$ cat src/hw/chcc_regs.svh
// register offsets, reset values and timing counts of the charge current register bank
`ifndef CHCC_REGS_SVH
`define CHCC_REGS_SVH
`define CHCC_OFS_STATUS_CTRL 8'h00
`define CHCC_OFS_INPUT_CTRL 8'h01
`define CHCC_OFS_VOLTAGE_CTRL 8'h02
`define CHCC_OFS_IDENTITY 8'h03
`define CHCC_OFS_CURRENT 8'h04
`define CHCC_RST_STATUS_CTRL 8'h40
`define CHCC_RST_INPUT_CTRL 8'h30
`define CHCC_RST_VOLTAGE_CTRL 8'h0a
`define CHCC_RST_CURRENT 8'h89
`define CHCC_UNMAPPED_READ 8'hff
`define CHCC_CUR_RESET_BIT 7
`define CHCC_CUR_FAST_MSB 6
`define CHCC_CUR_FAST_LSB 4
`define CHCC_CUR_TERM_MSB 2
`define CHCC_CUR_TERM_LSB 0
`define CHCC_SAFETY_RESTART_BIT 7
`define CHCC_CLK_HZ 50000000
`define CHCC_SAFETY_TIME_MS 1000
`define CHCC_SAFETY_CYCLES (`CHCC_SAFETY_TIME_MS * (`CHCC_CLK_HZ / 1000))
`endif

$ cat src/hw/chcc_pkg.sv
// types of the charge current register bank
package chcc_pkg;
  typedef enum logic [3:0] {
    ST_IDLE = 4'b0000,
    ST_ADDR = 4'b0001,
    ST_ACK_ADDR = 4'b0010,
    ST_REG = 4'b0011,
    ST_ACK_REG = 4'b0100,
    ST_WDATA = 4'b0101,
    ST_ACK_WDATA = 4'b0110,
    ST_RDATA = 4'b0111,
    ST_RACK = 4'b1000,
    ST_IGNORE = 4'b1001
  } chcc_state_t;
endpackage : chcc_pkg

$ cat src/hw/chcc_safety_timer.sv
// safety timer that cannot be disabled and flags a stalled charge
`timescale 1ns/1ns
module chcc_safety_timer #(
  parameter int unsigned LIMIT = 32'd50000000
) (
  input wire logic clk_i,
  input wire logic rst_n_i,
  input wire logic restart_i,
  input wire logic stalled_i,
  output logic defective_o
);
  logic [31:0] count;
  logic defective;
  wire expired = stalled_i && (count >= LIMIT - 32'd1);

  always_ff @(posedge clk_i or negedge rst_n_i) begin
    if (!rst_n_i) begin
      count <= 32'h0;
    end else if (restart_i || !stalled_i) begin
      count <= 32'h0;
    end else if (!expired) begin
      count <= count + 32'd1;
    end
  end

  // no enable exists; expiry wins over a restart in the same cycle
  always_ff @(posedge clk_i or negedge rst_n_i) begin
    if (!rst_n_i) begin
      defective <= 1'b0;
    end else if (expired) begin
      defective <= 1'b1;
    end else if (restart_i) begin
      defective <= 1'b0;
    end
  end

  assign defective_o = defective;
endmodule : chcc_safety_timer

$ cat src/hw/chcc_top.sv
// serial-bus register bank for charge and termination current settings
// Operation
// - writing one to bit 7 resets charger
// - reset bit always reads back as one
// - bits 6:4 set fast charge current
// - bits 2:0 set termination current
// - current register at 04 resets to 89h
// - identity register 03 read-only, revision low bits
// - safety timer always on, flags defective battery
// - five byte registers, four writable, one read-only
// - unmapped register reads return ffh
// - write commits at end of data acknowledge
`timescale 1ns/1ns
`include "chcc_regs.svh"
module chcc_top #(
  parameter logic [6:0] DEV_ADDR = 7'h6b,
  // arbitrary identity value
  parameter logic [4:0] VENDOR_PART = 5'h12,
  // arbitrary revision value
  parameter logic [2:0] REVISION = 3'h2,
  parameter int unsigned SAFETY_CYCLES = `CHCC_SAFETY_CYCLES
) (
  input wire logic sys_clk_i,
  input wire logic arst_n_i,
  input wire logic scl_i,
  input wire logic sda_i,
  output logic sda_o,
  output logic sda_oe_n_o,
  input wire logic charge_stalled_i,
  output logic [2:0] fast_charge_current_code_o,
  output logic [2:0] termination_current_code_o,
  output logic charger_reset_o,
  output logic battery_defective_o,
  output logic charge_terminate_o
);
  logic rst_meta;
  logic rst_n;
  logic scl_meta;
  logic scl_s;
  logic scl_d;
  logic sda_meta;
  logic sda_s;
  logic sda_d;
  chcc_pkg::chcc_state_t state;
  logic [3:0] bit_cnt;
  logic [7:0] shreg;
  logic [7:0] txreg;
  logic [7:0] reg_ptr;
  logic rw_read;
  logic drive_low;
  logic [7:0] status_ctrl;
  logic [7:0] input_ctrl;
  logic [7:0] voltage_ctrl;
  logic [6:0] current_cfg;
  logic charger_reset;
  logic timer_restart;
  logic [7:0] read_data;

  always_ff @(posedge sys_clk_i or negedge arst_n_i) begin
    if (!arst_n_i) begin
      rst_meta <= 1'b0;
      rst_n <= 1'b0;
    end else begin
      rst_meta <= 1'b1;
      rst_n <= rst_meta;
    end
  end

  always_ff @(posedge sys_clk_i or negedge rst_n) begin
    if (!rst_n) begin
      scl_meta <= 1'b1;
      scl_s <= 1'b1;
      scl_d <= 1'b1;
      sda_meta <= 1'b1;
      sda_s <= 1'b1;
      sda_d <= 1'b1;
    end else begin
      scl_meta <= scl_i;
      scl_s <= scl_meta;
      scl_d <= scl_s;
      sda_meta <= sda_i;
      sda_s <= sda_meta;
      sda_d <= sda_s;
    end
  end

  wire scl_rise = scl_s && !scl_d;
  wire scl_fall = !scl_s && scl_d;
  wire start_cond = scl_s && scl_d && sda_d && !sda_s;
  wire stop_cond = scl_s && scl_d && !sda_d && sda_s;
  wire byte_done = scl_fall && (bit_cnt == 4'd8);
  wire addr_hit = (shreg[7:1] == DEV_ADDR);
  wire commit = scl_fall && (state == chcc_pkg::ST_ACK_WDATA);
  wire wr_status = commit && (reg_ptr == `CHCC_OFS_STATUS_CTRL);
  wire wr_input = commit && (reg_ptr == `CHCC_OFS_INPUT_CTRL);
  wire wr_voltage = commit && (reg_ptr == `CHCC_OFS_VOLTAGE_CTRL);
  wire wr_current = commit && (reg_ptr == `CHCC_OFS_CURRENT);

  // read selection; identity is fixed, unmapped reads all ones
  assign read_data = (reg_ptr == `CHCC_OFS_STATUS_CTRL) ? status_ctrl
    : (reg_ptr == `CHCC_OFS_INPUT_CTRL) ? input_ctrl
    : (reg_ptr == `CHCC_OFS_VOLTAGE_CTRL) ? voltage_ctrl
    : (reg_ptr == `CHCC_OFS_IDENTITY) ? {VENDOR_PART, REVISION}
    : (reg_ptr == `CHCC_OFS_CURRENT) ? {1'b1, current_cfg}
    : `CHCC_UNMAPPED_READ;

  // serial protocol engine
  always_ff @(posedge sys_clk_i or negedge rst_n) begin
    if (!rst_n) begin
      state <= chcc_pkg::ST_IDLE;
      bit_cnt <= 4'h0;
      shreg <= 8'h00;
      txreg <= 8'h00;
      reg_ptr <= 8'h00;
      rw_read <= 1'b0;
      drive_low <= 1'b0;
    end else if (start_cond) begin
      state <= chcc_pkg::ST_ADDR;
      bit_cnt <= 4'h0;
      drive_low <= 1'b0;
    end else if (stop_cond) begin
      state <= chcc_pkg::ST_IDLE;
      drive_low <= 1'b0;
    end else begin
      case (state)
        chcc_pkg::ST_ADDR, chcc_pkg::ST_REG, chcc_pkg::ST_WDATA: begin
          if (scl_rise && bit_cnt < 4'd8) begin
            shreg <= {shreg[6:0], sda_s};
            bit_cnt <= bit_cnt + 4'd1;
          end else if (byte_done) begin
            bit_cnt <= 4'h0;
            if (state == chcc_pkg::ST_ADDR) begin
              rw_read <= shreg[0];
              state <= addr_hit ? chcc_pkg::ST_ACK_ADDR : chcc_pkg::ST_IGNORE;
              drive_low <= addr_hit;
            end else if (state == chcc_pkg::ST_REG) begin
              reg_ptr <= shreg;
              state <= chcc_pkg::ST_ACK_REG;
              drive_low <= 1'b1;
            end else begin
              state <= chcc_pkg::ST_ACK_WDATA;
              drive_low <= 1'b1;
            end
          end
        end
        chcc_pkg::ST_ACK_ADDR: begin
          if (scl_fall) begin
            if (rw_read) begin
              state <= chcc_pkg::ST_RDATA;
              txreg <= read_data;
              drive_low <= !read_data[7];
            end else begin
              state <= chcc_pkg::ST_REG;
              drive_low <= 1'b0;
            end
          end
        end
        chcc_pkg::ST_ACK_REG: begin
          if (scl_fall) begin
            state <= chcc_pkg::ST_WDATA;
            drive_low <= 1'b0;
          end
        end
        chcc_pkg::ST_ACK_WDATA: begin
          if (scl_fall) begin
            state <= chcc_pkg::ST_REG; // next pair is address then data
            drive_low <= 1'b0;
          end
        end
        chcc_pkg::ST_RDATA: begin
          if (scl_rise) begin
            bit_cnt <= bit_cnt + 4'd1;
          end else if (byte_done) begin
            bit_cnt <= 4'h0;
            state <= chcc_pkg::ST_RACK;
            drive_low <= 1'b0;
          end else if (scl_fall) begin
            txreg <= {txreg[6:0], 1'b0};
            drive_low <= !txreg[6];
          end
        end
        chcc_pkg::ST_RACK: begin
          if (scl_rise && sda_s) begin
            state <= chcc_pkg::ST_IGNORE;
          end else if (scl_fall) begin
            state <= chcc_pkg::ST_RDATA;
            txreg <= read_data;
            drive_low <= !read_data[7];
          end
        end
        chcc_pkg::ST_IDLE, chcc_pkg::ST_IGNORE: begin
          drive_low <= 1'b0;
        end
        default: begin
          state <= chcc_pkg::ST_IDLE;
          drive_low <= 1'b0;
        end
      endcase
    end
  end

  // register file, written as the data acknowledge ends
  always_ff @(posedge sys_clk_i or negedge rst_n) begin
    if (!rst_n) begin
      status_ctrl <= `CHCC_RST_STATUS_CTRL;
      input_ctrl <= `CHCC_RST_INPUT_CTRL;
      voltage_ctrl <= `CHCC_RST_VOLTAGE_CTRL;
      current_cfg <= 7'(`CHCC_RST_CURRENT);
      charger_reset <= 1'b0;
      timer_restart <= 1'b0;
    end else begin
      if (wr_status) begin
        status_ctrl <= {1'b0, shreg[6:0]};
      end
      if (wr_input) begin
        input_ctrl <= shreg;
      end
      if (wr_voltage) begin
        voltage_ctrl <= shreg;
      end
      if (wr_current) begin
        current_cfg <= shreg[6:0];
      end
      charger_reset <= wr_current && shreg[`CHCC_CUR_RESET_BIT];
      timer_restart <= (wr_status && shreg[`CHCC_SAFETY_RESTART_BIT])
        || (wr_current && shreg[`CHCC_CUR_RESET_BIT]);
    end
  end

  chcc_safety_timer #(
    .LIMIT(SAFETY_CYCLES)
  ) u_timer (
    .clk_i(sys_clk_i),
    .rst_n_i(rst_n),
    .restart_i(timer_restart),
    .stalled_i(charge_stalled_i),
    .defective_o(battery_defective_o)
  );

  assign sda_o = 1'b0;
  assign sda_oe_n_o = !drive_low;
  assign fast_charge_current_code_o = current_cfg[`CHCC_CUR_FAST_MSB:`CHCC_CUR_FAST_LSB];
  assign termination_current_code_o = current_cfg[`CHCC_CUR_TERM_MSB:`CHCC_CUR_TERM_LSB];
  assign charger_reset_o = charger_reset;
  assign charge_terminate_o = battery_defective_o;
endmodule : chcc_top

$ cat config.mk
export PLATFORM = sky130hd
export DESIGN_NAME = chcc_top
export DESIGN_NICKNAME = d
export VERILOG_FILES = /design/src/hw/chcc_pkg.sv /design/src/hw/chcc_safety_timer.sv /design/src/hw/chcc_top.sv
export VERILOG_INCLUDE_DIRS = /design/src /design/src/hw
export SDC_FILE = /design/constraint.sdc
export NUM_CORES = 1
export LEC_CHECK = 0
export BUFFER_PORTS_ARGS = -buffer_cell sky130_fd_sc_hd__buf_2
export CORE_ASPECT_RATIO = 1.4
export CORE_MARGIN = 4
export CORE_UTILIZATION = 50
export CTS_CLUSTER_DIAMETER = 50
export CTS_CLUSTER_SIZE = 10
export DETAILED_ROUTE_END_ITERATION = 8
export PLACE_DENSITY = 0.7
export RECOVER_POWER = 50
export SETUP_SLACK_MARGIN = 0.3
export SLEW_MARGIN = 0
export SYNTH_ARGS = -nofsm -noshare
export SYNTH_HDL_FRONTEND = slang
export SYNTH_SLANG_ARGS = --single-unit
$ cat constraint.sdc
create_clock -name sys_clk_i -period 3.8 [get_ports sys_clk_i]
set_input_delay 0.57 -clock sys_clk_i [delete_from_list [all_inputs] [get_ports sys_clk_i]]
set_output_delay 0.57 -clock sys_clk_i [all_outputs]
set_load 0.005 [all_outputs]
==> impl_results.md, run 1 <==
- Post-synth cell types: 54
- FP Rows: 44
- Layout cells sized above 1: 19.61%
- Gp weighted congestion: 0.8907
- Compound-gate portion of the synthesized area: 13.16%
- Minimum clock period: 2.712 ns
- Grt total ovfl: 0
- Clk_lat worst skew: 0.35 ns
- Post-synthesis adder-cell area fraction: 0.7163%
- Via count: 3,895
- RSZ-0062 raised after global routing: no
- Largest net degree at the start of global routing: 62
- Layout net count: 513
- Initial core utilization: 50.90%
- Element type at the critical path start: flip-flop
- Post-layout util: 54.91%
- Number of port buffers: 14
- Status: finished, violations left
- Yosys warns: 0
- DR WL/cell: 16.55 um
- Residual DRC: 0
- CP max FO: 38
- Final setup fails: 0
- Pre-antenna DRT Iters: 4
- First-pass GRT wire length: 18,110 um
- DIE HEIGHT: 129.1 um
- Power Density: 479.4 nW/um2
- Clk pin slew, worst setup/hold paths: 0.07 ns
- Initial antenna violation count: 0
- Maximum clock rate: 0.3687 GHz
- Ys flop type: dfrtp_1
- Met1 wire length: 4491 um
- Mapped Cells: 505
- Slew @ Worst Pin: 2.328 ns
- Total negative slack: 0 ns
- Placed Instance Area: 5361 um2
- Post-synth ARST share: 100.0%
- Leakage: 2.599 nW
- Max-slew headroom: -55.22%
- Mapped cell area: 5240 um2
- Worst path bufs/invs: 0
- Crit-path leading delay family: compound AO/OA/AOI/OAI gates
- Die footprint: 12,210 um2
- Most frequent cells in the layout: dfrtp_1, mux2_2, o21ai_0
- Sequential share of the synthesized area: 50.93%
- Final critical-path share of the clock period: 71.38%
- Max Transition Viols Final: 62
- Hold crit path type: primary input to flip-flop
- CTS tree: yes
- Multiplexer area fraction after synthesis: 11.75%
- Met2 wire len: 5606 um
- Final Cell Area: 5653 um2
- Simple-Gate Fraction of Synth Area: 19.03%
- Via density: 6.011
- WP data arrival: 2.98 ns
- DRT Wirelength: 10,730 um
- Post-Synth XOR/XNOR Area: 0.6686%
- Syn nets: 513
- CTS H-tree lvls: 3
- Most common cell after layout, fill and taps aside: dfrtp_1
- Post-route ant nets: 0
- Crit-path cells: ha_1 -> and3_1 -> o311a_1 -> o21a_1 -> or4_1 -> a21oi_1
- CTS-repair resized insts: 0
- DR iter-0 viols: 248
- CP max stage delay: 0.60 ns
- HPWL after DPL: 7595 um
- Crit Path Class: flip-flop to flip-flop
- Combinational family with the most area after synthesis: simple AND/OR/NAND/NOR gates
- Failing checks: capacitance limit, slew limit
- Root buffer cell: clkbuf_16
- TritonCTS buffer count: 9
- Crit-path slowest cell: or4_1
- CTS max path bufs: 2
- Syn avg cell area: 10.38 um2
- Crit. End Element: flip-flop
- Area delta synth->final: 7.880%
- Max layer used: met4
- Clk_skew: 0.008224 ns
- Core box area: 10,290 um2
- Die Width: 94.52 um
- CTS Sinks: 106
- # IOs: 16
- Worst IR drop on VDD: 0.4212 mV
- Overall Global Routing Usage: 18.92%
- Vias in the first global route: 3,804
- WHS: 0.3102 ns
- N_diodes: 0
- Met3 WL: 362 um
- Fin. Hold Viols: 0
- CP required: 4.06 ns
- Post-synth EDFFs: 0
- Yosys reg bits: 106
- Max cap viols: 1
==> registers in the layout, indices dropped and copies added, names as in the netlist, 4 cells and up <==
register,cells
voltage_ctrl,8
current_cfg,7
reg_ptr,8
input_ctrl,8
status_ctrl,7
txreg,7
bit_cnt,4
u_timer.count,32
shreg,8
state,4
==> worst reg2reg max path, delay by kind of cell, from the launching register on <==
kind                     cells  cell delay (ns)
adder cells (fa/ha/maj)      1             0.37
AND/OR/NAND/NOR              2             0.83
flip-flops                   1             0.40
AO/OA/AOI/OAI                3             1.03
==> path summary, 6_finish.rpt <==
check	from	endpoint	slack [ns]	depth (start not counted)
worst max-delay path	u_timer.count[0]$_DFFE_PN0P_	u_timer.count[21]$_DFFE_PN0P_	1.09	6
worst min-delay path	scl_i	scl_meta$_DFF_PN1_	0.31	1
worst max register to register	u_timer.count[0]$_DFFE_PN0P_	u_timer.count[21]$_DFFE_PN0P_	1.09	6
worst min register to register	rst_meta$_DFF_PN0_	rst_n$_DFF_PN0_	0.36	0
max in group asynchronous	rst_n$_DFF_PN0_	u_timer.count[18]$_DFFE_PN0P_	1.24	1
min in group asynchronous	arst_n_i	rst_meta$_DFF_PN0_	0.52	2
==> final cells by class <==
type                            instances  area [um2]
Fill cell                             908        4642
Clock inverter                          7       66.31
Timing Repair Buffer                   18       96.34
Sequential cell                       106        2669
Multi-Input combinational cell        359        2382
Tap cell                              138       172.7
Clock buffer                            9       225.2
Inverter                               11       41.29
==> cells in the mapped netlist (all sizes together) (3+ instances only) <==
cell	instances	area (um2)
dfrtp	93	2327
mux2	52	585.6
o21ai	46	230.2
nand2	35	133.9
a21oi	28	140.1
nor2	28	105.1
nand3	21	105.1
or3	18	112.6
clkbuf	17	63.81
dfstp	13	341.6
buf	12	83.83
nand4	12	75.07
and2	11	68.82
inv	11	41.29
nor3	10	71.32
nor2b	9	56.30
a211oi	8	60.06
a21o	7	52.55
or4	7	52.55
and3	6	37.54
and4	5	43.79
nand2b	5	31.28
nand4b	5	43.79
a31oi	4	25.02
o31ai	4	30.03
ha	3	37.54
mux2i	3	30.03
nand3b	3	22.52
nor4	3	18.77
==> stage by stage <==
stage          cells  power, W  setup WS (ns)
2_1_floorplan    505  0.001682         0.6512
3_3_place_gp     631  0.001803          1.163
3_5_place_dp     631  0.001816          1.098
4_1_cts          648  0.002739          1.075
5_1_grt          648  0.002853         0.7036
6_report         648  0.002710          1.088
==> repair_timing <==
item | CTS | global route
setup buffers | 0 | 0
endpoints found under the hold margin | 2 | 0
hold buffers | 1 | 0
==> power breakdown <==
group / leakage (nW) / switching [W] / internal, W
logic: 1.05 / 0.000225 / 0.000192
clock network: 0.146 / 0.000446 / 0.000466
registers: 1.41 / 0.000174 / 0.00121
==> cell families (layout without fill, tap and decap cells) <==
kind of cell / after synthesis / count (layout)
buffers and inverters: 40 / 45
xor gates and xnor gates: 4 / 4
and+or+nand+nor: 180 / 180
DFF: 106 / 106
adders and majority gates: 3 / 3
other: 2 / 2
muxes: 55 / 55
AOI/OAI and AO/OA: 115 / 115
==> routing by layer <==
layer / up-vias / GRT usage (%)
li1: 1840 / -
met1: 1960 / 23.02
met2: 79 / 31.77
met3: 16 / 2.555
met4: 0 / 11.47
met5: - / 0
(Power assumes the default switching activity.)
==> inputs of run 2 (changes only) <==
Settings changed: PLACE_DENSITY 0.7 to 0.73.
Clock period 3.8 ns to 2.35 ns, I/O delays scaled along.
==> run 2 against run 1 <==
  * The run now ends clean
  * Critical path type unchanged
  * Combinational power increased by 120%
  * Die area unchanged
  * Power increased by 70%
==> impl_results.md, run 2 (synthesis results as in run 1) <==
- Status: complete, no violations
- Maximum clock rate: 0.4347 GHz
- CTS H-tree lvls: 3
- DR iter-0 viols: 282
- Die footprint: 12,210 um2
- Biggest register: u_timer.count
- Power Density: 707.8 nW/um2
- Residual DRC: 0
- CP max FO: 9
- Clk pin slew, worst setup/hold paths: 0.07 ns
- HPWL after DPL: 8116 um
- Flop-to-flop setup slack: 0.05 ns
- Most common cell after layout, fill and taps aside: dfrtp_1
- Die Width: 94.52 um
- R2R cell count: 6
- Post-route ant nets: 0
- DIE HEIGHT: 129.1 um
- TritonCTS buffer count: 9
- Layout cells sized above 1: 36.81%
- Via density: 6.020
- Worst Setup EP: u_timer.count[4]$_DFFE_PN0P_
- Max Transition Viols Final: 0
- Largest net degree at the start of global routing: 45
- RR Endpoint: u_timer.count[4]$_DFFE_PN0P_
- Root buffer cell: clkbuf_16
- N_diodes: 0
- # IOs: 16
- Slew @ Worst Pin: 1.322 ns
- Final setup fails: 0
- Most frequent cells in the layout: dfrtp_1, mux2_2, buf_4
- CTS tree: yes
- FP Rows: 44
- Final critical-path share of the clock period: 97.89%
- Number of port buffers: 14
- Crit Path Class: flip-flop to flip-flop
- Initial antenna violation count: 0
- DR WL/cell: 18.34 um
- Initial core utilization: 50.90%
- DRT Wirelength: 12,890 um
- Layout net count: 568
- CTS max path bufs: 2
- Max cap viols: 0
- Critical path startpoint: u_timer.count[9]$_DFFE_PN0P_
- Minimum clock period: 2.300 ns
- CTS Sinks: 106
- Leakage: 2.941 nW
- Overall Global Routing Usage: 21.56%
- Worst IR drop on VDD: 0.4695 mV
- Fin. Hold Viols: 0
- FF-to-FF Start: u_timer.count[9]$_DFFE_PN0P_
- Max reg flops: 32
- WHS: 0.1017 ns
- Via count: 4,232
- Fillcell total: 783
- Grt total ovfl: 0
- Element type at the critical path start: flip-flop
- Hold crit path type: primary input to flip-flop
- Pre-antenna DRT Iters: 5
- Area delta synth->final: 24.21%
- Total negative slack: 0 ns
- RSZ-0062 raised after global routing: yes
- Vias in the first global route: 4,269
- Crit. End Element: flip-flop
- Clk_skew: 0.005188 ns
- Gp weighted congestion: 0.8954
- WP data arrival: 2.57 ns
- Max-slew headroom: 11.88%
- Core box area: 10,290 um2
- First-pass GRT wire length: 20,870 um
- CP required: 2.62 ns
- Clk_lat worst skew: 0.34 ns
[run 2: cell types whose count changed in the layout (fill, tap and decap cells not counted), moves of 8 or more]
cell     previous run  this run
buf_4               1        43
buf_6               0         8
o21ai_1             1        10
a21oi_2             0        15
a21oi_1            28        13
o21ai_0            45        33
mux2_2             52        43
mux2_4              0         9
[run 2: worst min path at each step]
stage	start	end	slack, ns	cells after the start
2_1_floorplan	arst_n_i	rst_meta$_DFF_PN0_	0.06	0
3_3_place_gp	arst_n_i	rst_meta$_DFF_PN0_	0.14	1
3_5_place_dp	arst_n_i	rst_meta$_DFF_PN0_	0.14	1
4_1_cts	sda_i	sda_meta$_DFF_PN1_	0.09	1
5_1_grt	sda_i	sda_meta$_DFF_PN1_	0.08	1
6_report	sda_i	sda_meta$_DFF_PN1_	0.10	1
[run 2: area by class of cell]
cell class	instances	area (um2)	share of cell area, %
Clock buffer	10	229.0	3.518
Clock inverter	6	67.56	1.038
Inverter	11	41.29	0.6344
Multi-Input combinational cell	360	2756	42.35
Sequential cell	106	2670	41.02
Tap cell	138	172.7	2.653
Timing Repair Buffer	72	571.8	8.785
[run 2: metrics by stage]
| step | area, um2 | power [W] | setup slack (ns) | utilization [%] | cells |
|---|---|---|---|---|---|
| floorplan | 5273 | 0.002729 | 0.1699 | - | 505 |
| global placement | 5629 | 0.003021 | 0.07496 | 54.68 | 661 |
| detailed placement | 5629 | 0.003043 | 0.01525 | 54.68 | 661 |
| CTS | 6290 | 0.004583 | 0.1490 | 61.10 | 695 |
| global route | 6509 | 0.004847 | 0.03111 | 63.22 | 703 |
| finish | 6509 | 0.004607 | 0.04966 | 63.22 | 703 |
[run 2: routing by layer]
layer  part of all wire (%)  GRT usage [%]
met1                     39          25.21
met2                     54          37.79
met3                    4.2          4.355
met4                    3.1          10.03
met5                      0              0
[run 2: timing repair]
item	CTS	global route
setup buffers	15	8
endpoints found under the setup margin	64	75
gates cloned	2	0
gates resized for setup	50	44
pin swaps	20	28
hold buffers	1	0
endpoints found under the hold margin	2	0
[run 2: report_power, final]
part,internal [W],leakage [nW],switching [W],total [W]
registers,0.00195,1.41,0.000233,0.00219
logic,0.000414,1.41,0.000506,0.000920
clock network,0.000826,0.127,0.000673,0.00150
[run 2: worst max-delay path: stages, from the launching register on]
cell and delay [ns]:
dfrtp_1 0.44, or4_4 0.51, o311a_4 0.38, o21a_4 0.26, buf_8 0.14, or3_4 0.36
a21oi_2 0.13
